==> src/spm_pkg.sv <==
package spm_pkg;
	// core address fields
	localparam int CORE_ADDR_W     = 32;
	localparam int BANK_CORE_HI    = 25;
	localparam int BANK_CORE_LO    = 21;
	localparam int IBANK_CORE_HI   = 12;
	localparam int IBANK_CORE_LO   = 9;
	// external address line positions
	localparam int EXT_ADDR_W      = 25;
	localparam int BANK_EXT_HI     = 15;
	localparam int BANK_EXT_LO     = 11;
	localparam int IBANK_EXT_HI    = 19;
	localparam int IBANK_EXT_LO    = 16;
	localparam int RC_EXT_HI       = 10;
	localparam int RC_EXT_LO       = 1;
	// sdram address and data mask widths
	localparam int BANK_W          = 5;
	localparam int IBANK_W         = 4;
	localparam int RC_W            = 12;
	localparam int RC_SHARED_W     = 10;
	localparam int DQM_W           = 4;
	// function mux control: bit 0 gives pin two, bit 1 pin three, to the dram selects
	localparam int FMC_W           = 2;
	localparam logic [1:0] FMC_RESET = 2'h3;
	localparam int FMC_SEL0_BIT    = 0;
	localparam int FMC_SEL1_BIT    = 1;
	// pin reset levels
	localparam logic [EXT_ADDR_W-1:0] EXT_ADDR_RESET = 25'h0000000;
	localparam logic [1:0]            RC_HI_RESET    = 2'h0;
	localparam logic                  SELECT_IDLE    = 1'h1;
	localparam logic                  STROBE_IDLE    = 1'h1;
	localparam logic                  CKE_RESET      = 1'h0;
	localparam logic                  DRAM_CLK_RESET = 1'h0;
	localparam logic [DQM_W-1:0]      DQM_RESET      = 4'hF;
endpackage

==> src/spm_sdram_pin_mux.sv <==
`timescale 1ns/100ps
// Operation
// non-interleave: bank lines from core 25:21
// interleave: bank lines from core 12:9; the code keeps lines 15:11 from core 25:21 and puts core 12:9 on lines 19:16
// row/column on lines 10:1 only in sdram cycles
// select zero pin chosen by mux control
// select one defaults to dram after reset
// mux control register defaults to dram selects
// drive standard sdram command pins
module spm_sdram_pin_mux
	import spm_pkg::*;
(
	// clock and reset
	input  wire logic                   core_clk,
	input  wire logic                   arst_n,
	// system control
	input  wire logic                   fmc_write,
	input  wire logic [FMC_W-1:0]       fmc_wdata,
	output logic      [FMC_W-1:0]       function_mux_control,
	// core side address and cycle
	input  wire logic [CORE_ADDR_W-1:0] core_addr,
	input  wire logic [EXT_ADDR_W-1:0]  gen_addr,
	input  wire logic                   sdram_cycle,
	input  wire logic                   interleave_mode,
	input  wire logic [RC_W-1:0]        sdram_rc_addr,
	// static selects from the external bus unit, active low
	input  wire logic                   static_two_n,
	input  wire logic                   static_three_n,
	// sdram controller commands, active low where named
	input  wire logic                   sd_cs0_n,
	input  wire logic                   sd_cs1_n,
	input  wire logic                   sd_ras_n,
	input  wire logic                   sd_cas_n,
	input  wire logic                   sd_we_n,
	input  wire logic                   sd_cke0,
	input  wire logic                   sd_cke1,
	input  wire logic                   sd_clk_en,
	input  wire logic [DQM_W-1:0]       sd_dqm,
	// pins
	output logic      [EXT_ADDR_W-1:0]  ext_addr,
	output logic      [1:0]             row_column_hi,
	output logic                        select_two_pin_n,
	output logic                        select_three_pin_n,
	output logic                        row_strobe_n,
	output logic                        column_strobe_n,
	output logic                        dram_write_enable_n,
	output logic                        dram_clock_enable_zero,
	output logic                        dram_clock_enable_one,
	output logic                        dram_clock,
	output logic      [DQM_W-1:0]       data_mask
);
	logic                  rst_n;
	logic [FMC_W-1:0]      next_function_mux_control;
	logic [EXT_ADDR_W-1:0] next_ext_addr;
	logic [1:0]            next_row_column_hi;
	logic                  next_select_two_n;
	logic                  next_select_three_n;
	logic                  next_dram_clock;

	// pin owner: dram select when its mux bit is set
	function automatic logic pick_select(
		input logic dram_owns,
		input logic dram_sel_n,
		input logic static_sel_n
	);
		return dram_owns ? dram_sel_n : static_sel_n;
	endfunction

	spm_sync u_sync (
		.core_clk (core_clk),
		.arst_n   (arst_n),
		.rst_n    (rst_n)
	);

	// mux control next value
	always_comb begin
		next_function_mux_control = function_mux_control;
		if (fmc_write) begin
			next_function_mux_control = fmc_wdata;
		end
	end

	// mux control register
	always_ff @(posedge core_clk or negedge rst_n) begin
		if (!rst_n) begin
			function_mux_control <= FMC_RESET;
		end else begin
			function_mux_control <= next_function_mux_control;
		end
	end

	// address routing
	always_comb begin
		next_ext_addr = gen_addr;
		if (sdram_cycle) begin
			next_ext_addr[RC_EXT_HI:RC_EXT_LO] = sdram_rc_addr[RC_SHARED_W-1:0];
			next_ext_addr[BANK_EXT_HI:BANK_EXT_LO] =
				core_addr[BANK_CORE_HI:BANK_CORE_LO];
			if (interleave_mode) begin
				next_ext_addr[IBANK_EXT_HI:IBANK_EXT_LO] =
					core_addr[IBANK_CORE_HI:IBANK_CORE_LO];
			end
		end
	end

	// dedicated row/column high lines
	always_comb begin
		next_row_column_hi = sdram_rc_addr[RC_W-1:RC_SHARED_W];
	end

	// shared address lines
	always_ff @(posedge core_clk or negedge rst_n) begin
		if (!rst_n) begin
			ext_addr <= EXT_ADDR_RESET;
		end else begin
			ext_addr <= next_ext_addr;
		end
	end

	// row/column high register
	always_ff @(posedge core_clk or negedge rst_n) begin
		if (!rst_n) begin
			row_column_hi <= RC_HI_RESET;
		end else begin
			row_column_hi <= next_row_column_hi;
		end
	end

	// owner of select pin two
	always_comb begin
		next_select_two_n = pick_select(function_mux_control[FMC_SEL0_BIT],
			sd_cs0_n, static_two_n);
	end

	// owner of select pin three
	always_comb begin
		next_select_three_n = pick_select(function_mux_control[FMC_SEL1_BIT],
			sd_cs1_n, static_three_n);
	end

	// select pin two
	always_ff @(posedge core_clk or negedge rst_n) begin
		if (!rst_n) begin
			select_two_pin_n <= SELECT_IDLE;
		end else begin
			select_two_pin_n <= next_select_two_n;
		end
	end

	// select pin three
	always_ff @(posedge core_clk or negedge rst_n) begin
		if (!rst_n) begin
			select_three_pin_n <= SELECT_IDLE;
		end else begin
			select_three_pin_n <= next_select_three_n;
		end
	end

	// row strobe pin
	always_ff @(posedge core_clk or negedge rst_n) begin
		if (!rst_n) begin
			row_strobe_n <= STROBE_IDLE;
		end else begin
			row_strobe_n <= sd_ras_n;
		end
	end

	// column strobe pin
	always_ff @(posedge core_clk or negedge rst_n) begin
		if (!rst_n) begin
			column_strobe_n <= STROBE_IDLE;
		end else begin
			column_strobe_n <= sd_cas_n;
		end
	end

	// write enable pin
	always_ff @(posedge core_clk or negedge rst_n) begin
		if (!rst_n) begin
			dram_write_enable_n <= STROBE_IDLE;
		end else begin
			dram_write_enable_n <= sd_we_n;
		end
	end

	// clock enable zero pin
	always_ff @(posedge core_clk or negedge rst_n) begin
		if (!rst_n) begin
			dram_clock_enable_zero <= CKE_RESET;
		end else begin
			dram_clock_enable_zero <= sd_cke0;
		end
	end

	// clock enable one pin
	always_ff @(posedge core_clk or negedge rst_n) begin
		if (!rst_n) begin
			dram_clock_enable_one <= CKE_RESET;
		end else begin
			dram_clock_enable_one <= sd_cke1;
		end
	end

	// divided memory clock, parked low when off
	always_comb begin
		if (sd_clk_en) begin
			next_dram_clock = ~dram_clock;
		end else begin
			next_dram_clock = DRAM_CLK_RESET;
		end
	end

	// memory clock pin
	always_ff @(posedge core_clk or negedge rst_n) begin
		if (!rst_n) begin
			dram_clock <= DRAM_CLK_RESET;
		end else begin
			dram_clock <= next_dram_clock;
		end
	end

	// byte lane masks
	for (genvar lane = 0; lane < DQM_W; lane++) begin : g_mask
		always_ff @(posedge core_clk or negedge rst_n) begin
			if (!rst_n) begin
				data_mask[lane] <= DQM_RESET[lane];
			end else begin
				data_mask[lane] <= sd_dqm[lane];
			end
		end
	end
endmodule

==> src/spm_sync.sv <==
`timescale 1ns/100ps
module spm_sync
	import spm_pkg::*;
(
	// clock and reset
	input  wire logic core_clk,
	input  wire logic arst_n,
	// reset copy
	output logic      rst_n
);
	logic stage;

	always_ff @(posedge core_clk or negedge arst_n) begin
		if (!arst_n) begin
			stage <= 1'b0;
			rst_n <= 1'b0;
		end else begin
			stage <= 1'b1;
			rst_n <= stage;
		end
	end
endmodule

==> config.mk <==
export PLATFORM = sky130hd
export DESIGN_NAME = spm_sdram_pin_mux
export DESIGN_NICKNAME = d
export VERILOG_FILES = /design/src/spm_pkg.sv /design/src/spm_sdram_pin_mux.sv /design/src/spm_sync.sv
export SDC_FILE = /design/constraint.sdc
export NUM_CORES = 1
export LEC_CHECK = 0
export BUFFER_PORTS_ARGS = -buffer_cell sky130_fd_sc_hd__buf_2
export CORE_ASPECT_RATIO = 0.6
export CORE_UTILIZATION = 30
export DETAILED_ROUTE_END_ITERATION = 16
export GPL_TIMING_DRIVEN = 0
export PLACE_DENSITY = 0.79
export SYNTH_ARGS = -nofsm -noshare
export SYNTH_HDL_FRONTEND = slang
export SYNTH_SLANG_ARGS = --single-unit
==> constraint.sdc <==
create_clock -name core_clk -period 2.6 [get_ports core_clk]
set_input_delay 0.52 -clock core_clk [delete_from_list [all_inputs] [get_ports core_clk]]
set_output_delay 0.52 -clock core_clk [all_outputs]
set_load 0.05 [all_outputs]
==> results.yml <==
run_status:
  status: "complete, no violations"
sta:
  finalSetupTns_ns: 0
  period_needed_ns: 1.61
  worst_pin_slew_ns: 0.849
  finalHoldViolCount: 0
  relSlewSlack: 0.434
  finalMaxSlewViolations: 0
  period_share: 0.620
  fmax_mhz: 620
  rsz0062_at_grt: "no"
  clock_skew_ns: 0.00350
  final.setup.worst_slack_ns: 0.987
  setup_violations: 0
global_route:
  antenna_found_initial: 0
  top_usage_layer: "met2"
  grtUsageMet2: 0.216
  grt_pass1_vias: 982
  grt_first_pass_wirelength_um: 4580
  grt_max_degree: 42
  grt_use_met1: 0.142
  overflow: 0
  grt_usage: 0.123
  gr-usage-met3: 0.0369
power_and_ir_drop:
  power_frac_seq: 0.512
  switching_share: 0.305
  clock_power_share: 0.274
  power_density_nw_per_um2: 678
  p_leak_uw: 0.00111
  p_comb_frac: 0.214
  vdd_drop_max_mv: 0.219
  internal-power_uw: 1010
  p_total_uw: 1460
  switchingPower_uw: 445
synthesis:
  yosysWarnings: 0
  synth_area_um2: 1440
  syn_nets: 161
  ys_seq_elements: 43
  synth-seq-area-share: 0.757
  yosysUniqueCellTypes: 9
  avgSynthCellArea_um2: 20.3
  yosys.area.top_type: "dfrtp_1"
  synth_top_cells_by_area: "dfrtp_1, dfstp_2, mux2_4"
  syn_inst: 71
  synth_top_cell_area_share: 0.557
worst_setup_path:
  cp_num_cells: 1
  path_cells: "buf_2"
  crit_start: "function_mux_control[0]$_DFFE_PN1P_"
  cpPeakStageDelay_ns: 0.55
  path_buf_inv: 1
  critPathTopFamily: "flip-flops"
  cp.arrival_ns: 1.09
  critPathKind: "flop to output pin"
  rr_endpoint: "select_two_pin_n$_DFF_PN1_"
  r2r_cells: 1
  cp-start-kind: "flop"
  cp_data_required_time_ns: 2.08
  endpoint_kind: "output pin"
  cp-endpoint: "function_mux_control[0]"
  rrSetupSlack_ns: 1.65
  regToRegStartpoint: "function_mux_control[0]$_DFFE_PN1P_"
  crit_path_top_delay_cell: "dfstp_2"
  critPathMaxFanout: 3
detailed_routing:
  routed_wl_um: 2970
  ant_nets: 0
  drc: 0
  drt-wirelength-per-cell_um: 11.9
  vias: 989
  first_pass_iters: 4
  avgViaCountPerCell: 3.97
  drtIter0Drc: 18
clocking:
  path_clk_slew_ns: 0.08
  clk-insertion-delay-late_ns: 0.28
  cts_resized: 0
  cts_tree: "done"
  cts_htree_levels: 2
  cts_root_buf: "clkbuf_8"
  cts_hold_buffers: 1
  clock_sinks: 43
  cts_setup_buffers: 0
  cts_buffers: 5
  cts.path.max_buffers: 2
floorplanning:
  num_rows: 19
  die_w_um: 91.4
  ios: 131
  dieArea_um2: 5090
  initial_core_util: 0.314
  die_y_um: 55.6
  core_area_um2: 4590
min_path:
  min_path_cells: 1
  min_path_type: "input port to flop"
placed_design:
  place.gp.congestion: 0.659
  place_inst: 240
  hpwlAfterDp_um: 2340
  io_buffers: 106
  dp_slack_ns: 1.29
  placed_cell_area_um2: 2050
cells_and_area:
  stdcell_count: 249
  syn2layout_area_growth_pct: 49.3
  final_common_cell: "buf_2"
  final_cell_mix: "buf_2, dfrtp_1, mux2_2"
  antennaDiodeCount: 0
  fin_nets: 275
  drive_gt1_frac: 0.817
  final_area_um2: 2150
flow_run:
  max-cap-violations: 0
==> sequential cells by signal, indices dropped and copies added, names as in the netlist, 2 cells and up <==
register / count
ext_addr: 25
row_column_hi: 2
data_mask: 4
function_mux_control: 2
==> worst min-delay path by stage <==
stage,from,endpoint
final,sd_dqm[3],data_mask[3]$_DFF_PN1_
after global routing,sd_dqm[3],data_mask[3]$_DFF_PN1_
after detailed placement,arst_n,u_sync.stage$_DFF_PN0_
after CTS,sd_dqm[3],data_mask[3]$_DFF_PN1_
after floorplan,arst_n,u_sync.rst_n$_DFF_PN0_
after global placement,arst_n,u_sync.stage$_DFF_PN0_
==> power by group through the flow <==
| stage | registers [uW] | clock network [uW] | logic (uW) |
|---|---|---|---|
| floorplan | 917 | 0 | 51.0 |
| global placement | 757 | 0 | 309 |
| detailed placement | 760 | 0 | 312 |
| CTS | 748 | 421 | 314 |
| global route | 753 | 455 | 325 |
| finish | 746 | 400 | 311 |
==> per-stage QoR <==
stage	util	hold slack, ns
6_report	0.468	0.328
4_1_cts	0.468	0.313
5_1_grt	0.468	0.303
2_1_floorplan	-	0.224
3_3_place_gp	0.446	0.306
3_5_place_dp	0.447	0.308
==> cell type report <==
class	count	area (um2)
clock inverter	3	20.0
sequential	43	1090
fill	426	2440
buffer	2	31.3
tap	63	78.8
multi-input combinational	26	318
clock buffer	5	68.8
timing repair buffer	107	541
==> cells in the mapped netlist <==
cell type and count:
buf_12 1, buf_6 1, conb_1 1, dfrtp_1 32, dfstp_2 11, mux2_2 13, mux2_4 10, nand2_4 1
nor2b_1 1
==> routing by layer <==
metal | vias to the layer above | wire [um] | part of all wire
met3 | 2 | 230 | 0.077
met5 | - | 0 | 0
met4 | 0 | 22 | 0.0074
met2 | 54 | 1490 | 0.50
met1 | 472 | 1230 | 0.41
li1 | 461 | - | -
==> kinds of logic after synthesis <==
group,after synthesis,synth area share
flops,43,0.757
mux,23,0.206
simple gates,2,0.0122
buf+inv,2,0.0217
other cells,1,0.00261
Note: power is estimated with default switching activity, not from simulation.
